==> config.mk <==
export PLATFORM = sky130hd
export DESIGN_NAME = adc_computation_threshold_unit
export DESIGN_NICKNAME = d
export VERILOG_FILES = /design/src/adc_compute_pkg.sv /design/src/adc_computation_threshold_unit.sv
export SDC_FILE = /design/constraint.sdc
export NUM_CORES = 1
export LEC_CHECK = 0
export ABC_AREA = 1
export BUFFER_PORTS_ARGS = -buffer_cell sky130_fd_sc_hd__buf_2
export CORE_UTILIZATION = 45
export CTS_BUF_LIST = sky130_fd_sc_hd__clkbuf_8
export CTS_CLUSTER_DIAMETER = 100
export DETAILED_ROUTE_END_ITERATION = 8
export HOLD_SLACK_MARGIN = 0.15
export SETUP_SLACK_MARGIN = 0.05
export SYNTH_ARGS = -nofsm -noshare
export SYNTH_HDL_FRONTEND = slang
export SYNTH_SLANG_ARGS = --single-unit
==> constraint.sdc <==
create_clock -name i_clk -period 7 [get_ports i_clk]
set_input_delay 0 -clock i_clk [delete_from_list [all_inputs] [get_ports i_clk]]
set_output_delay 0 -clock i_clk [all_outputs]
set_load 0.05 [all_outputs]
==> src/adc_compute_pkg.sv <==
package adc_compute_pkg;
	// Register indices; byte address is four times the index
	localparam logic [9:0] IDX_RUN_CONTROL = 10'h3f0;
	localparam logic [9:0] IDX_COMPUTE_CONTROL = 10'h3f5;
	localparam logic [9:0] IDX_ERROR_THRESHOLD_CONTROL = 10'h3f6;
	localparam logic [9:0] IDX_COMPUTE_STATUS = 10'h3f7;
	localparam logic [9:0] IDX_THRESHOLDS = 10'h3e0;
	localparam logic [9:0] IDX_SETPOINT_REPEAT = 10'h3e1;
	localparam logic [9:0] IDX_ACCUMULATOR = 10'h3e2;
	localparam logic [9:0] IDX_FILTER_PREVIOUS = 10'h3e3;
	localparam logic [9:0] IDX_ERROR_COUNT = 10'h3e4;
	localparam logic [7:0] COMPUTE_CONTROL_RESET = 8'h00;
	localparam logic [7:0] ERROR_THRESHOLD_CONTROL_RESET = 8'h00;
	// compute_control fields
	localparam int PREV_SRC_BIT = 7;
	localparam int SHIFT_LSB = 4;
	localparam int ACCUM_CLEAR_BIT = 3;
	localparam int MODE_LSB = 0;
	// error_threshold_control fields
	localparam int ERR_SEL_LSB = 4;
	localparam int STOP_ON_THR_BIT = 3;
	localparam int THR_MODE_LSB = 0;
	// compute_status fields
	localparam int OVERFLOW_BIT = 7;
	localparam int ABOVE_BIT = 6;
	localparam int BELOW_BIT = 5;
	localparam int UPDATE_BIT = 4;
	// run_control fields
	localparam int GO_BIT = 0;
	localparam int CONTINUOUS_ENABLE_BIT = 1;
	localparam int DOUBLE_SAMPLE_ENABLE_BIT = 2;
	localparam int ACC_W = 18;
	localparam logic [2:0] STAT_IDLE = 3'h0;
	localparam logic [2:0] STAT_SUSPENDED = 3'h4;
	localparam logic [7:0] COUNT_MAX = 8'hff;
	typedef enum logic [2:0] {
		MODE_BASIC = 3'h0, MODE_ACCUMULATE = 3'h1, MODE_AVERAGE = 3'h2,
		MODE_BURST = 3'h3, MODE_LOWPASS = 3'h4
	} compute_mode_type;
	typedef enum logic [2:0] {
		ERR_RES_PREV = 3'h0, ERR_RES_SETPT = 3'h1, ERR_RES_FILT = 3'h2,
		ERR_PREV_FILT = 3'h4, ERR_FILT_SETPT = 3'h5
	} error_select_type;
	typedef struct packed {
		logic start;
		logic done;
		logic [11:0] data;
		logic [1:0] stage;
	} conv_in_type;
endpackage

==> src/adc_computation_threshold_unit.sv <==
`timescale 1ns/1ps
// Overview of operation
// At conversion start, previous sample takes filter or latest result per select bit.
// Low-pass mode uses time constant two to the shift, unity gain.
// Accumulate and average modes right-shift accumulated value by shift select.
// Basic mode ignores shift select completely.
// Software never programs shift select to 111 or 000.
// Writing 1 to accumulator clear empties accumulator, counter, overflow flag.
// Accumulator clear bit drops by itself once clearing finishes.
// Mode field picks basic, accumulate, average, burst average or low-pass.
// Software sets repeat count to two to the shift for true averages.
// Error select picks which difference forms the error value.
// Double-sample error selects 001/010 subtract previous first.
// Double-sample with result as previous source computes error every second sample.
// Continuous with stop-on-threshold clears go when threshold condition hits.
// Continuous without stop-on-threshold never clears go; software must.
// Stop-on-threshold is ignored when continuous operation is off.
// Threshold mode field chooses the error comparison raising the interrupt.
// Overflow flag sets on accumulator, filter or error overflow; clearable.
// Above-upper flag reads 1 when error exceeds upper threshold.
// Below-lower flag reads 1 when error is under lower threshold.
// Update flag sets at each computation; not clearable while suspended.
// Stage status reports idle, first/second stages and suspended pair.
// Double-sampling pairs conversions, computing after each second one.
// Continuous mode retriggers go until threshold stop or software clear.
// Threshold flags update at each computation in the same cycle as the error.
// Writing 0 to accumulator clear has no effect.
module adc_computation_threshold_unit
	import adc_compute_pkg::*;
(
	input wire logic i_clk,
	input wire logic i_rst_n,
	input wire logic i_hsel,
	input wire logic [31:0] i_haddr,
	input wire logic [1:0] i_htrans,
	input wire logic i_hwrite,
	input wire logic [2:0] i_hsize,
	input wire logic [31:0] i_hwdata,
	input wire logic i_hready,
	input wire conv_in_type i_conv,
	output logic [31:0] o_hrdata,
	output logic o_hreadyout,
	output logic o_hresp,
	output logic o_go,
	output logic o_threshold_irq
);
	logic [7:0] comp_ctrl;
	logic [7:0] err_ctrl;
	logic go, continuous_enable, double_sample_enable;
	logic accum_overflow_flag, above, below, upd;
	logic [15:0] uth, lth, stpt;
	logic [7:0] rpt;
	logic [ACC_W-1:0] acc;
	logic [7:0] cnt;
	logic [15:0] flt, prev, res, err;
	logic restart, second;
	logic wr_pend;
	logic [9:0] wr_idx;
	logic [2:0] stat;
	logic taken;
	logic [2:0] shift_select;
	logic ovf, hit, point;
	logic [ACC_W-1:0] next_acc;
	logic [15:0] next_flt, next_err;
	logic [7:0] next_cnt;
	logic next_restart;

	assign shift_select = comp_ctrl[SHIFT_LSB +: 3];
	assign taken = i_hsel & i_hready & i_htrans[1];
	// Zero-wait slave; every answer is OKAY
	assign o_hreadyout = 1'b1;
	assign o_hresp = 1'b0;
	assign o_go = go;

	always_comb
	begin
		if (i_conv.stage != 2'h0)
			stat = {second, i_conv.stage};
		else if (second)
			stat = STAT_SUSPENDED;
		else
			stat = STAT_IDLE;
	end

	// Bus address phase
	always_ff @(posedge i_clk or negedge i_rst_n)
	begin
		if (!i_rst_n)
		begin
			wr_pend <= 1'b0;
			wr_idx <= 10'h000;
			o_hrdata <= 32'h00000000;
		end
		else
		begin
			wr_pend <= taken & i_hwrite;
			wr_idx <= i_haddr[11:2];
			if (taken & !i_hwrite)
			begin
				case (i_haddr[11:2])
				IDX_RUN_CONTROL:
					o_hrdata <= {29'h0, double_sample_enable, continuous_enable, go};
				IDX_COMPUTE_CONTROL:
					o_hrdata <= {24'h0, comp_ctrl};
				IDX_ERROR_THRESHOLD_CONTROL:
					o_hrdata <= {24'h0, err_ctrl};
				IDX_COMPUTE_STATUS:
					o_hrdata <= {24'h0, accum_overflow_flag, above, below, upd, 1'b0, stat};
				IDX_THRESHOLDS:
					o_hrdata <= {uth, lth};
				IDX_SETPOINT_REPEAT:
					o_hrdata <= {8'h0, rpt, stpt};
				IDX_ACCUMULATOR:
					o_hrdata <= {14'h0, acc};
				IDX_FILTER_PREVIOUS:
					o_hrdata <= {flt, prev};
				IDX_ERROR_COUNT:
					o_hrdata <= {8'h0, cnt, err};
				default:
					o_hrdata <= 32'h00000000;
				endcase
			end
		end
	end

	// Arithmetic for one finished conversion
	always_comb
	begin
		logic [ACC_W:0] sum;
		logic [ACC_W-1:0] base, shifted;
		logic [17:0] e, d;
		logic [15:0] r;
		sum = '0;
		e = '0;
		r = {4'h0, i_conv.data};
		d = {2'h0, r};
		shifted = '0;
		base = restart ? '0 : acc;
		case (comp_ctrl[MODE_LSB +: 3])
		MODE_LOWPASS:
			sum = {1'b0, acc} - {1'b0, acc >> shift_select}
				+ {3'h0, r};
		MODE_ACCUMULATE, MODE_AVERAGE, MODE_BURST:
			sum = {1'b0, base} + {3'h0, r};
		default:
			sum = {3'h0, r};
		endcase
		next_acc = sum[ACC_W-1:0];
		ovf = sum[ACC_W];
		if (comp_ctrl[MODE_LSB +: 3] == MODE_BASIC)
			shifted = next_acc;
		else
			shifted = next_acc >> shift_select;
		next_flt = shifted[15:0];
		ovf = ovf | (shifted[ACC_W-1:16] != 2'h0);
		next_cnt = (restart || cnt == COUNT_MAX) ?
			(restart ? 8'h01 : cnt) : cnt + 8'h01;
		next_restart = (comp_ctrl[MODE_LSB +: 3] == MODE_AVERAGE ||
			comp_ctrl[MODE_LSB +: 3] == MODE_BURST) &&
			next_cnt >= rpt;
		if (double_sample_enable)
			d = {2'h0, r} - {2'h0, prev};
		case (err_ctrl[ERR_SEL_LSB +: 3])
		ERR_RES_PREV:
			e = {2'h0, r} - {2'h0, prev};
		ERR_RES_SETPT:
			e = d - {{2{stpt[15]}}, stpt};
		ERR_RES_FILT:
			e = d - {2'h0, next_flt};
		ERR_PREV_FILT:
			e = {2'h0, prev} - {2'h0, next_flt};
		ERR_FILT_SETPT:
			e = {2'h0, next_flt} - {{2{stpt[15]}}, stpt};
		default:
			e = '0;
		endcase
		next_err = e[15:0];
		ovf = ovf | (e[17:15] != 3'h0 && e[17:15] != 3'h7);
		case (err_ctrl[THR_MODE_LSB +: 3])
		3'h1: hit = $signed(next_err) < $signed(lth);
		3'h2: hit = $signed(next_err) >= $signed(lth);
		3'h3: hit = $signed(next_err) > $signed(lth) &&
			$signed(next_err) < $signed(uth);
		3'h4: hit = $signed(next_err) < $signed(lth) ||
			$signed(next_err) > $signed(uth);
		3'h5: hit = $signed(next_err) <= $signed(uth);
		3'h6: hit = $signed(next_err) > $signed(uth);
		3'h7: hit = 1'b1;
		default: hit = 1'b0;
		endcase
	end

	// Only the second conversion of a pair is a computation point
	assign point = i_conv.done & (!double_sample_enable | second);

	// Software configuration
	always_ff @(posedge i_clk or negedge i_rst_n)
	begin
		if (!i_rst_n)
		begin
			err_ctrl <= ERROR_THRESHOLD_CONTROL_RESET;
			continuous_enable <= 1'b0;
			double_sample_enable <= 1'b0;
			uth <= 16'h0000;
			lth <= 16'h0000;
			stpt <= 16'h0000;
			rpt <= 8'h00;
		end
		else if (wr_pend)
		begin
			case (wr_idx)
			IDX_ERROR_THRESHOLD_CONTROL:
				err_ctrl <= {1'b0, i_hwdata[6:0]};
			IDX_RUN_CONTROL:
			begin
				continuous_enable <= i_hwdata[CONTINUOUS_ENABLE_BIT];
				double_sample_enable <= i_hwdata[DOUBLE_SAMPLE_ENABLE_BIT];
			end
			IDX_THRESHOLDS:
			begin
				uth <= i_hwdata[31:16];
				lth <= i_hwdata[15:0];
			end
			IDX_SETPOINT_REPEAT:
			begin
				stpt <= i_hwdata[15:0];
				rpt <= i_hwdata[23:16];
			end
			default: ;
			endcase
		end
	end

	// Mode, shift and clear command; clear runs in the cycle after it is set
	always_ff @(posedge i_clk or negedge i_rst_n)
	begin
		if (!i_rst_n)
			comp_ctrl <= COMPUTE_CONTROL_RESET;
		else if (wr_pend && wr_idx == IDX_COMPUTE_CONTROL)
			comp_ctrl <= {i_hwdata[7:4],
				comp_ctrl[ACCUM_CLEAR_BIT] | i_hwdata[3],
				i_hwdata[2:0]};
		else if (comp_ctrl[ACCUM_CLEAR_BIT])
			comp_ctrl[ACCUM_CLEAR_BIT] <= 1'b0;
	end

	// Accumulator and counter
	always_ff @(posedge i_clk or negedge i_rst_n)
	begin
		if (!i_rst_n)
		begin
			acc <= '0;
			cnt <= 8'h00;
			restart <= 1'b0;
			flt <= 16'h0000;
			err <= 16'h0000;
		end
		else if (comp_ctrl[ACCUM_CLEAR_BIT])
		begin
			acc <= '0;
			cnt <= 8'h00;
			restart <= 1'b0;
		end
		else if (point)
		begin
			acc <= next_acc;
			cnt <= next_cnt;
			restart <= next_restart;
			flt <= next_flt;
			err <= next_err;
		end
	end

	// Result and previous sample
	always_ff @(posedge i_clk or negedge i_rst_n)
	begin
		if (!i_rst_n)
		begin
			res <= 16'h0000;
			prev <= 16'h0000;
			second <= 1'b0;
		end
		else
		begin
			if (i_conv.done)
				res <= {4'h0, i_conv.data};
			if (i_conv.start)
				prev <= comp_ctrl[PREV_SRC_BIT] ? flt : res;
			if (!double_sample_enable)
				second <= 1'b0;
			else if (i_conv.done)
				second <= !second;
		end
	end

	// Status flags; hardware set wins over software clear
	always_ff @(posedge i_clk or negedge i_rst_n)
	begin
		if (!i_rst_n)
		begin
			accum_overflow_flag <= 1'b0;
			above <= 1'b0;
			below <= 1'b0;
			upd <= 1'b0;
		end
		else
		begin
			if (point & !comp_ctrl[ACCUM_CLEAR_BIT] & ovf)
				accum_overflow_flag <= 1'b1;
			else if (comp_ctrl[ACCUM_CLEAR_BIT])
				accum_overflow_flag <= 1'b0;
			else if (wr_pend && wr_idx == IDX_COMPUTE_STATUS &&
				!i_hwdata[OVERFLOW_BIT])
				accum_overflow_flag <= 1'b0;
			// Flags follow the error value, which a clear cycle holds
			if (point & !comp_ctrl[ACCUM_CLEAR_BIT])
			begin
				above <= $signed(next_err) > $signed(uth);
				below <= $signed(next_err) < $signed(lth);
			end
			if (point | (i_conv.done & double_sample_enable))
				upd <= 1'b1;
			else if (wr_pend && wr_idx == IDX_COMPUTE_STATUS &&
				!i_hwdata[UPDATE_BIT] && stat != STAT_SUSPENDED)
				upd <= 1'b0;
		end
	end

	// Go bit and threshold interrupt pulse
	always_ff @(posedge i_clk or negedge i_rst_n)
	begin
		if (!i_rst_n)
		begin
			go <= 1'b0;
			o_threshold_irq <= 1'b0;
		end
		else
		begin
			o_threshold_irq <= point & hit;
			// A software write in the same cycle overrides hardware
			if (wr_pend && wr_idx == IDX_RUN_CONTROL)
				go <= i_hwdata[GO_BIT];
			else if (i_conv.done & !continuous_enable)
				go <= 1'b0;
			else if (point & hit & continuous_enable & err_ctrl[STOP_ON_THR_BIT])
				go <= 1'b0;
		end
	end

	logic go_wr;
	assign go_wr = wr_pend && wr_idx == IDX_RUN_CONTROL;
endmodule

== Word-level counts from Yosys, hierarchy flattened ==
Index checks and enable logic that the tools add are counted.
Operators by class
  reduce and logical (&&, ||, !) cells: 34
  bitwise operators: 18
  order comparisons: 7
  add/sub/neg operators: 9
  muxes and demuxes: 29
  shift operators: 2
  eq/ne operators: 34
Operators by type and width (number)
  case mux 32 bit (9 select lines): 1
  equality test 10 bit, second input constant: 15
  2-to-1 mux 18 bit: 5
  case mux 18 bit (5 select lines): 1
  case mux 19 bit (2 select lines): 1
  right shift 18 x 3 -> 18 bit: 2
  > comparator 16 bit: 2
  < comparator 16 bit: 2
  2-to-1 mux 8 bit: 4
  equality test 3 bit, second input constant: 7
  adder 18 x 12 -> 19 bit: 1
  adder 19 x 12 -> 19 bit: 1
  subtractor 18 x 18 -> 19 bit: 1
  subtractor 17 x 16 -> 18 bit: 1
  subtractor 18 x 16 -> 18 bit: 1
  subtractor 18 bit: 1
  subtractor 12 x 16 -> 17 bit: 1
  subtractor 16 x 16 -> 17 bit: 1
  greater-or-equal comparator 16 bit: 1
  less-or-equal comparator 16 bit: 1
  2-to-1 mux 16 bit: 1
  equality test 3 x 2 -> 1 bit, second input constant: 5
  2-to-1 mux 1 bit: 13
  AND 1 bit: 12
  other kinds (18): 52
Storage, ports and cells
  input port bits: 90
  flip-flop bits (word level): 210
  output and inout port bits: 36
  word-level logic and storage cells: 159

== Logic depth before layout (Yosys ltp) ==
Gate-level depths: netlist of run 1.
  word-level depth: 17
  depth in mapped cells: 57

== Worst setup path before layout of run 1 ==
No wires, ideal clock.
  path type: flip-flop to flip-flop
  from: register comp_ctrl[4]
  to: register go, in the netlist o_go
  clock period less this slack: 6378 ps
  data required time: 6883 ps
  data arrival time: 6262 ps
  setup slack: 622 ps
  library setup time: 117 ps
  cell stages (with the launch flop): 53
  path through: dfrtp_1 buf_2 buf_1 clkbuf_1 o21ai_0 nand2_1 o21ai_0 mux2i_1 ha_1 inv_1 ha_1 inv_1 fa_1 inv_1 nand3_1 nand2_2 nand3_1 nand3b_1 (+17 left out) o21ai_0 nand4_1 ha_1 nand2_1 inv_1 nand3_1 nor4_1 nand2_1 nand2_1 nand2_1 nand2_1 nand2_1 nand2_1 nand2_1 nand3_1 nand3_1 nand2_1 nand2_1
Between the ends
  cells in the longest elaborated chain, start to end: 15
  elaborated cells between the ends (all ways): 23
  those cells by class: add/sub: 5; order compare: 6; shift: 2; mux: 4; bitwise: 3; reduce/logical: 3
RTL lines
  from (decl): line adc_computation_threshold_unit.sv:47  | logic [7:0] comp_ctrl;
  from (signal assigned): line adc_computation_threshold_unit.sv:240  | comp_ctrl <= {i_hwdata[7:4],
  right shift 18 x 3 -> 18 bit: line adc_computation_threshold_unit.sv:141  | sum = {1'b0, acc} - {1'b0, acc >> shift_select}
  subtractor 18 x 18 -> 19 bit: line adc_computation_threshold_unit.sv:141
  adder 19 x 12 -> 19 bit: line adc_computation_threshold_unit.sv:142  | + {3'h0, r};
  case mux 19 bit (2 select lines): line adc_computation_threshold_unit.sv:139  | case (comp_ctrl[MODE_LSB +: 3])
  right shift 18 x 3 -> 18 bit: line adc_computation_threshold_unit.sv:153  | shifted = next_acc >> shift_select;
  2-to-1 mux 18 bit *: line adc_computation_threshold_unit.sv:150  | if (comp_ctrl[MODE_LSB +: 3] == MODE_BASIC)
  subtractor 18 x 16 -> 18 bit (tied with other cells): line adc_computation_threshold_unit.sv:169  | e = d - {2'h0, next_flt};
  case mux 18 bit (5 select lines) *: line adc_computation_threshold_unit.sv:163  | case (err_ctrl[ERR_SEL_LSB +: 3])
  net next_err[14]: line adc_computation_threshold_unit.sv:64  | logic [15:0] next_flt, next_err;
  < comparator 16 bit (tied with other cells): line adc_computation_threshold_unit.sv:180, adc_computation_threshold_unit.sv:184
  logical OR 1 bit / logical AND 1 bit (equally long branches): line adc_computation_threshold_unit.sv:184, adc_computation_threshold_unit.sv:182
  case mux 1 bit (7 select lines) *: line adc_computation_threshold_unit.sv:179  | case (err_ctrl[THR_MODE_LSB +: 3])
  AND 1 bit * (3 in series): line adc_computation_threshold_unit.sv:345  | else if (point & hit & continuous_enable & err_ctrl[STOP_ON_THR_BIT])
  nonzero test 3 bit (no line) *
  to (signal assigned): line adc_computation_threshold_unit.sv:342  | go <= i_hwdata[GO_BIT];
  to (decl): line adc_computation_threshold_unit.sv:49  | logic go, continuous_enable, double_sample_enable;
Mark *: on every way through the listed nets, which the timed path passes. The rest lies on a longest branch.
A chain may end at the register's enable or synchronous reset.

== Worst setup path after layout of run 1 ==
  from: register comp_ctrl[4]
  to: register o_threshold_irq
Between the ends
  cells in the longest elaborated chain, start to end: 12
  elaborated cells between the ends (all ways): 20
  those cells by class: add/sub: 5; order compare: 6; shift: 2; mux: 4; bitwise: 1; reduce/logical: 2
RTL lines
  right shift 18 x 3 -> 18 bit: line adc_computation_threshold_unit.sv:141
  subtractor 18 x 18 -> 19 bit: line adc_computation_threshold_unit.sv:141
  adder 19 x 12 -> 19 bit: line adc_computation_threshold_unit.sv:142
  case mux 19 bit (2 select lines): line adc_computation_threshold_unit.sv:139
  right shift 18 x 3 -> 18 bit: line adc_computation_threshold_unit.sv:153
  2-to-1 mux 18 bit *: line adc_computation_threshold_unit.sv:150
  net next_flt[5]: line adc_computation_threshold_unit.sv:64
  subtractor 18 x 16 -> 18 bit (tied with other cells): line adc_computation_threshold_unit.sv:169
  case mux 18 bit (5 select lines) *: line adc_computation_threshold_unit.sv:163
  net next_err[10]: line adc_computation_threshold_unit.sv:64
  < comparator 16 bit (tied with other cells): line adc_computation_threshold_unit.sv:180, adc_computation_threshold_unit.sv:184
  logical OR 1 bit / logical AND 1 bit (equally long branches): line adc_computation_threshold_unit.sv:184, adc_computation_threshold_unit.sv:182
  case mux 1 bit (7 select lines) *: line adc_computation_threshold_unit.sv:179
  AND 1 bit *: line adc_computation_threshold_unit.sv:339  | o_threshold_irq <= point & hit;
  to (signal assigned): line adc_computation_threshold_unit.sv:339
  to (decl): line adc_computation_threshold_unit.sv:45  | output logic o_threshold_irq
Marked as above.

==> impl_metrics.env, run 1 <==
export IMPL_fin_crit_ps=6821
export IMPL_multiInputGateArea_um2=12780
export IMPL_setup_tns_ps=0
export IMPL_grt_pass1_vias=20150
export IMPL_yosysTopAreaCellShare_pct=28.44
export IMPL_avgRoutedWirePerCell_um=21.75
export IMPL_grt_use_met1_pct=54.79
export IMPL_routed_wirelength_mm=82.71
export IMPL_cts_tree="done"
export IMPL_hold_viol_final=0
export IMPL_fin_crit_sh_pct=97.44
export IMPL_cts_sinks=210
export IMPL_htreeDepth=1
export IMPL_io_pins=126
export IMPL_start_util_pct=46.08
export IMPL_synthesis_nets=3035
export IMPL_fmax_mhz=146.6
export IMPL_core_um2=40100
export IMPL_met2_usage_pct=57.72
export IMPL_path_class="reg -> reg"
export IMPL_end_kind="flip-flop"
export IMPL_drv_slew=0
export IMPL_slew_headroom_pct=29.87
export IMPL_slowest_delay_ps=460
export IMPL_ff_latch_area_um2=5258
export IMPL_io_buffers=97
export IMPL_clk_pin_slew_ps=80
export IMPL_hold_path_class="in -> reg"
export IMPL_synth_ff_latch_count=210
export IMPL_yosys_top_cells_area="dfrtp_1 28%, nand2_1 16%, ha_1 9.6%, inv_1 8.5%, o21ai_0 7.1%"
export IMPL_viasPerCell=5.700
export IMPL_yosys_most_used_dff="dfrtp_1"
export IMPL_drt_initial_drc_count=2284
export IMPL_antenna_found_initial=0
export IMPL_tightest_slew_ps=1049
export IMPL_std_cell_rows=73
export IMPL_grt_usage_pct=38.49
export IMPL_ys_types=57
export IMPL_crit_slowest_cell="dfrtp_2"
export IMPL_synth_warnings=0
export IMPL_drive_above_1_share_pct=25.98
export IMPL_drc=0
export IMPL_fin_nets=3500
export IMPL_syn_avg_cell_area_um2=6.632
export IMPL_synth_edf_count=0
export IMPL_grt_setup_unrepaired="true"
export IMPL_vias=21670
export IMPL_gp_congestion=1.064
export IMPL_cpMostUsedCell="nand2_1"
export IMPL_root_buffer="clkbuf_8"
export IMPL_power_leakage_nw=13.26
export IMPL_synth_top_cell_by_area="dfrtp_1"
export IMPL_grt_busiest_layer="met2"
export IMPL_grt_max_degree=87
export IMPL_met3_usage_pct=6.491
export IMPL_ir_drop_v=0.0001549
export IMPL_fp_dieW_um=204.6
export IMPL_die_area_um2=41870
export IMPL_chipHeight_um=204.6
export IMPL_antenna_left=0
export IMPL_dp_hpwl_mm=64.35
export IMPL_grt_first_pass_wirelength_mm=120.5
export IMPL_async_flop_share_pct=100.0
export IMPL_path_max_fanout=12
export IMPL_grt_ovfl_total=0
export IMPL_crit_arrival_ps=7340
export IMPL_fillers=3666
export IMPL_finalSetupViolCount=0
export IMPL_required_ps=7520
export IMPL_cts_buffers=31
export IMPL_clock_latency_ps=620
export IMPL_yosysSeqAreaShare_pct=28.44
export IMPL_area_delta_synth_final_pct=34.62
export IMPL_total_power_mw=4.224
export IMPL_dr_pass1_iters=6
export IMPL_crit_path_start_kind="flip-flop"
export IMPL_cts_buffer_depth=3
export IMPL_power_density_nw_per_um2=169.8
export IMPL_cap_violations=0
export IMPL_fin_skew_ps=16.21
export IMPL_syn_cell_area_um2=18480
export IMPL_netlist_instances=2786
export IMPL_status="finished, final reports clean"
-- cells in the final DEF, fill, tap and decap left out, types with 25 or more instances in the layout --
cell type,count
inv_1,406
o21ai_1,28
inv_2,25
o21ai_0,210
dfrtp_1,208
nor2_1,134
nand3_1,165
a21oi_2,28
nand2_1,736
ha_1,100
nand3_2,77
dlygate4sd3_1,82
o21ai_2,36
o22ai_1,56
buf_2,96
nand2_2,55
ha_4,38
buf_4,322
clkbuf_8,35
a21oi_1,90
nand4_1,46
-- final cells by class --
cell class	instances	share of cell area (%)
inverter	434	6.560
clock buffer	35	1.937
multi-input combinational	2064	51.39
sequential	210	21.14
clock inverter	23	0.6640
antenna	1	0.01006
tap	525	2.641
timing repair buffer	510	15.66
-- cells in the mapped netlist, types with 3 or more instances --
cell type	instances
clkinv_1	6
dfrtp_1	210
xnor2_1	3
nand3_2	17
o221ai_1	7
or2_2	19
a211oi_1	6
a22oi_1	13
nor4_1	9
o21ai_0	261
a31oi_1	6
inv_2	7
buf_4	5
clkbuf_1	51
or2_1	3
a31o_2	5
o21bai_1	9
nand2_2	11
a21o_1	6
a21boi_0	4
nor2_2	7
o21ai_1	4
a21oi_1	121
nand4_1	46
o22ai_1	56
xor2_1	12
inv_1	420
nor3_1	26
nand3_1	234
o21a_1	5
mux2_2	8
o211ai_1	5
ha_1	142
buf_1	5
o21ai_2	9
nand2_1	789
a221oi_1	16
o31ai_1	3
buf_2	16
o2111ai_1	8
fa_1	17
nand3b_1	12
nor2_1	150
-- per-layer routing --
| layer | up-vias | share of wire, % |
|---|---|---|
| met5 | - | 0 |
| li1 | 10150 | - |
| met3 | 177 | 9.9 |
| met1 | 10320 | 43 |
| met4 | 0 | 4.1 |
| met2 | 1022 | 43 |
-- critical path: cells and delay by family, from the launching register on --
family	cells	cell delay [ps]
AO/OA/AOI/OAI	9	1460
adder cells (fa/ha/maj)	4	1320
buffers and inverters	11	1370
flip-flops	1	460
AND/OR/NAND/NOR	18	2130
-- report_power, final --
part	switching, mW	leakage, nW	total [mW]	internal, mW
logic	1.07	10.4	1.84	0.765
registers	0.0552	2.49	1.33	1.27
clock network	0.525	0.360	1.06	0.538
total	1.65	13.3	4.22	2.57
-- per-stage QoR --
step                      std cells  area [µm²]  setup WS (ps)  hold slack (ps)  utilization (%)
final                          3802       24870          178.9            185.8            62.03
after global routing           3801       24870         -180.5            175.7            62.02
after CTS                      3785       23320          54.80            154.3            58.17
after detailed placement       3644       21680         -160.2            52.19            54.07
after global placement         3644       21680         -240.2            47.91            54.07
after floorplan                2786       18480          621.5           -295.6                -
-- registers in the layout (all words and copies together), names as in the netlist, 7 cells and up --
register / count
wr_idx: 10
prev: 16
res: 12
lth: 16
o_hrdata: 32
err: 16
cnt: 8
uth: 16
comp_ctrl: 8
flt: 16
err_ctrl: 7
acc: 18
rpt: 8
stpt: 16
-- final timing paths --
path                               from              end  slack, ps  depth (start not counted)
max in group asynchronous       i_rst_n           flt[8]       5510                          4
min                        i_hwdata[26]          uth[10]        190                          3
max reg2reg                comp_ctrl[4]  o_threshold_irq        180                         42
max                        comp_ctrl[4]  o_threshold_irq        180                         42
min reg2reg                o_hrdata[15]     o_hrdata[15]        480                          2
min in group asynchronous       i_rst_n          uth[10]        580                          4
-- cells by family after synthesis --
family	after synthesis	synth area share, %
AOI/OAI and AO/OA	550	17.04
and+or+nand+nor	1328	31.05
xor gates and xnor gates	15	0.7111
DFF	210	28.44
other	2	0.04065
buffers and inverters	512	10.67
adders and majority gates	159	11.46
muxes	10	0.5959
-- timing repair --
item,in CTS,in global routing
setup buffers,0,14
gates cloned,0,2
hold buffers,83,0
pin swaps,4,96
endpoints found under the hold margin,263,0
setup endpoints to repair,2,4
resized for setup,41,332
Power figures use the tool's default switching activity.
==> run 2: changes to the inputs <==
- RECOVER_POWER: default -> 25
==> impl_metrics.env, run 2 (same netlist as run 1, synthesis figures left out) <==
export IMPL_status="finished, violations left"
export IMPL_violations="capacitance limit, slew limit"
export IMPL_routed_wirelength_mm=82.63
export IMPL_grt_max_degree=87
export IMPL_worstReg2RegStart="comp_ctrl[4]"
export IMPL_setup_tns_ps=0
export IMPL_antenna_left=0
export IMPL_min_from="i_hwdata[26]"
export IMPL_gp_congestion=1.064
export IMPL_io_buffers=97
export IMPL_hold_path_class="in -> reg"
export IMPL_antenna_found_initial=0
export IMPL_die_area_um2=41870
export IMPL_slew_headroom_pct=-220.8
export IMPL_cts_buffers=31
export IMPL_grt_usage_pct=38.49
export IMPL_dp_hpwl_mm=64.35
export IMPL_layout_common_cells="736 x nand2_1, 406 x inv_1, 321 x buf_4"
export IMPL_fmax_mhz=146.2
export IMPL_root_buffer="clkbuf_8"
export IMPL_cts_buffer_depth=3
export IMPL_fp_dieW_um=204.6
export IMPL_dr_pass1_iters=6
export IMPL_drc=0
export IMPL_cts_tree="done"
export IMPL_clk_pin_slew_ps=80
export IMPL_fin_crit_sh_pct=97.74
export IMPL_crit_slowest_cell="dfrtp_2"
export IMPL_fin_skew_ps=19.58
export IMPL_fin_area_um2=24820
export IMPL_startpoint="comp_ctrl[4]"
export IMPL_htreeDepth=1
export IMPL_grt_first_pass_wirelength_mm=120.5
export IMPL_grt_setup_unrepaired="true"
export IMPL_slowest_delay_ps=460
export IMPL_drive_above_1_share_pct=25.55
export IMPL_grt_ovfl_total=0
export IMPL_avgRoutedWirePerCell_um=21.74
export IMPL_largestRegisters="o_hrdata (32), acc (18)"
export IMPL_power_leakage_nw=13.21
export IMPL_tightest_slew_ps=4813
export IMPL_end_kind="flip-flop"
export IMPL_fin_crit_ps=6842
export IMPL_cpMostUsedCell="nand2_1"
export IMPL_hold_viol_final=0
export IMPL_final_common_cell="nand2_1"
export IMPL_crit_arrival_ps=7360
export IMPL_max_flop_register="o_hrdata"
export IMPL_drt_initial_drc_count=2259
export IMPL_path_class="reg -> reg"
export IMPL_finalSetupViolCount=0
export IMPL_path_max_fanout=12
export IMPL_viasPerCell=5.710
export IMPL_postPlaceCellArea_um2=21680
export IMPL_chipHeight_um=204.6
export IMPL_clock_latency_ps=620
export IMPL_fin_nets=3500
export IMPL_largest_register_ffs=32
export IMPL_diodes=0
export IMPL_power_density_nw_per_um2=170.1
export IMPL_cts_sinks=210
export IMPL_std_cell_rows=73
export IMPL_crit_path_start_kind="flip-flop"
export IMPL_grt_pass1_vias=20150
export IMPL_area_delta_synth_final_pct=34.32
export IMPL_start_util_pct=46.08
export IMPL_cap_violations=2
export IMPL_pre_cts_ws_ps=-160.2
export IMPL_required_ps=7520
export IMPL_core_um2=40100
export IMPL_drv_slew=135
export IMPL_vias=21700
export IMPL_io_pins=126
export IMPL_ir_drop_v=0.0001556
export IMPL_setup_ws_ps=158.1
## run 2: changes by cell type in the layout (fill, tap and decap cells not counted)
cell,previous run,this run
clkbuf_1,0,14
buf_2,96,85
buf_16,1,0
buf_4,322,321
buf_8,1,0
diode_2,1,0
## run 2: timing repair
| item | 4_1_cts | 5_1_grt |
|---|---|---|
| pin swaps | 4 | 96 |
| resized for setup | 41 | 332 |
| hold buffers | 83 | 0 |
| buffers inserted | 0 | 14 |
| gates cloned | 0 | 2 |
| setup endpoints to repair | 2 | 4 |
| endpoints found under the hold margin | 263 | 0 |
## run 2: power breakdown
group	internal [mW]	switching, mW	total, mW
combinational	0.762	1.07	1.83
sequential	1.27	0.0555	1.33
clock	0.538	0.526	1.06
## run 2: path summary, 6_finish.rpt
path	end	slack, ps	depth (start not counted)
max in group asynchronous	res[5]	1560	4
hold / removal	uth[10]	180	3
hold reg to reg	o_hrdata[15]	480	2
min in group asynchronous	o_hrdata[14]	1220	4
setup / recovery	o_threshold_irq	160	42
setup reg to reg	o_threshold_irq	160	42
## run 2: per-layer routing
metal	global-route usage (%)	vias to the layer above	routed length (µm)
met5	0	-	0
met4	15.06	0	3273
met3	6.491	169	8155
met2	57.72	1034	35540
met1	54.79	10350	35670
li1	-	10150	-
## run 2: worst max-delay path, delay by kind of cell (launching register included)
kind	cells	cell delay [ps]
DFF	1	460
and+or+nand+nor	18	2130
adders and majority gates	4	1310
AOI/OAI and AO/OA	9	1470
buffers and inverters	11	1370
## run 2: metrics by stage
step                hold slack, ps  instances  util, %  power (mW)
finish                       184.3       3801    61.89       4.222
global route                 175.7       3801    61.89       4.438
CTS                          154.3       3785    58.17       3.958
detailed placement           52.19       3644    54.07       2.844
global placement             47.91       3644    54.07       2.824
floorplan                   -295.6       2786        -       2.178
## run 2: layout make-up
cell class | instances | area [µm²]
fillers | 3682 | 15280
clock buffers | 35 | 481.7
well taps | 525 | 656.9
flip-flops and latches | 210 | 5258
inverters | 434 | 1632
multi-input cells | 2064 | 12780
clock inverters | 23 | 165.2
repair buffers | 510 | 3844
==> run 3: changes to the inputs <==
- GPL_TIMING_DRIVEN: default -> 0
==> impl_metrics.env, run 3 (same netlist as run 1, synthesis figures left out) <==
export IMPL_end_kind="flip-flop"
export IMPL_timing_rr_end="o_go"
export IMPL_cts_sinks=210
export IMPL_rrSetupSlack_ps=180
export IMPL_vias=21150
export IMPL_ir_drop_v=0.0002117
export IMPL_finalSetupViolCount=0
export IMPL_clk_pin_slew_ps=70
export IMPL_grt_ovfl_total=0
export IMPL_chipHeight_um=204.6
export IMPL_fin_crit_sh_pct=97.43
export IMPL_postPlaceCellArea_um2=19660
export IMPL_core_um2=40100
export IMPL_fin_nets=3300
export IMPL_setup_ws_ps=179.9
export IMPL_antenna_found_initial=1
export IMPL_cap_violations=1
export IMPL_dr_pass1_iters=5
export IMPL_clock_latency_ps=560
export IMPL_area_delta_synth_final_pct=27.03
export IMPL_drt_initial_drc_count=2098
export IMPL_violations="capacitance limit, slew limit"
export IMPL_largestRegisters="o_hrdata (32), acc (18)"
export IMPL_viasPerCell=5.878
export IMPL_r2r_cells=48
export IMPL_fp_dieW_um=204.6
export IMPL_power_density_nw_per_um2=171.9
export IMPL_grt_setup_unrepaired="true"
export IMPL_grt_max_degree=110
export IMPL_start_util_pct=46.08
export IMPL_setup_tns_ps=0
export IMPL_die_area_um2=41870
export IMPL_htreeDepth=2
export IMPL_hold_viol_final=0
export IMPL_routed_wirelength_mm=83.11
export IMPL_pre_cts_ws_ps=-1884
export IMPL_root_buffer="clkbuf_8"
export IMPL_path_max_fanout=8
export IMPL_grt_first_pass_wirelength_mm=120.2
export IMPL_cts_tree="done"
export IMPL_cts_buffer_depth=3
export IMPL_status="finished, violations left"
export IMPL_slowest_delay_ps=510
export IMPL_drive_above_1_share_pct=20.34
export IMPL_largest_register_ffs=32
export IMPL_drv_slew=102
export IMPL_required_ps=7450
export IMPL_layout_common_cells="729 x nand2_1, 410 x inv_1, 208 x dfrtp_1"
export IMPL_std_cell_rows=73
export IMPL_gp_congestion=1.003
export IMPL_io_pins=126
export IMPL_fin_skew_ps=20.45
export IMPL_diodes=0
export IMPL_grt_pass1_vias=19560
export IMPL_cpMostUsedCell="nand3_2"
export IMPL_hold_path_class="in -> reg"
export IMPL_cp_endpoint="o_go"
export IMPL_avgRoutedWirePerCell_um=23.10
export IMPL_grt_usage_pct=38.93
export IMPL_tightest_slew_ps=5439
export IMPL_max_flop_register="o_hrdata"
export IMPL_hold_slack_ps=183.6
export IMPL_antenna_left=0
export IMPL_fin_crit_ps=6820
export IMPL_drc=0
export IMPL_final_common_cell="nand2_1"
export IMPL_startpoint="comp_ctrl[4]"
export IMPL_dp_hpwl_mm=65.81
export IMPL_fmax_mhz=146.6
export IMPL_crit_path_start_kind="flip-flop"
export IMPL_power_leakage_nw=12.15
export IMPL_fin_area_um2=23470
export IMPL_slew_headroom_pct=-262.6
export IMPL_crit_slowest_cell="fa_1"
export IMPL_crit_arrival_ps=7270
export IMPL_path_class="reg -> reg"
export IMPL_worstReg2RegStart="comp_ctrl[4]"
export IMPL_cts_buffers=34
export IMPL_io_buffers=97
==> run 3: cell types whose count changed in the layout (fill, tap and decap cells not counted), sizes merged <==
cell / change
buf: -234
clkbuf: +48
clkinv: -13
clkinvlp: +3
dlygate4sd3: -13
inv: +6
==> run 3: power by group <==
part	switching, mW	leakage (nW)	internal, mW
clock	0.512	0.390	0.581
combinational	1.01	9.28	0.592
sequential	0.0634	2.48	1.27
total	1.59	12.2	2.44
==> run 3: repair_timing <==
action / 4_1_cts / 5_1_grt
hold buffers: 70 / 0
pin swaps: 36 / 109
resized for setup: 185 / 302
endpoints found under the hold margin: 301 / 0
setup endpoints to repair: 16 / 4
cloned: 0 / 1
setup buffers: 21 / 39
==> run 3: layout make-up <==
type	instances	area (µm²)
fill	3818	16630
tap	525	656.9
timing repair buffer	229	1670
sequential	210	5258
buffer	78	429.2
multi-input combinational	2064	13130
inverter	434	1657
clock buffer	39	536.8
clock inverter	19	131.4
==> run 3: per-layer routing <==
layer	up-vias	GRT usage (%)	wire length, µm
met4	2	17.03	4008
met3	176	5.759	7505
li1	9743	-	-
met2	1016	58.64	35710
met1	10210	55.03	35870
met5	-	0	13
==> run 3: worst max-delay path: cells and delay by family, from the launching register on <==
family	cells	cell delay (ps)
mux	1	270
fa+ha+maj	5	1740
buf+inv	9	1060
compound gates	7	840
simple gates	26	2330
flops	1	430
==> run 3: worst min path at each step <==
stage                      startpoint        end  slack [ps]  cells after the start
after floorplan               i_rst_n      above        -300                      0
after global placement    i_haddr[11]  wr_idx[9]         120                      1
after detailed placement      i_rst_n    uth[11]          90                      1
after CTS                   i_conv[3]     acc[1]         150                      3
after global routing        i_conv[9]     res[7]         190                      3
final                       i_conv[9]     res[7]         180                      3
==> run 3: metrics by stage <==
step	power, mW	utilization [%]	std cells
after floorplan	2.178	-	2786
after global placement	2.545	48.93	3408
after CTS	3.771	54.57	3558
after detailed placement	2.571	49.02	3409
final	4.034	58.53	3598
after global routing	4.231	58.53	3598
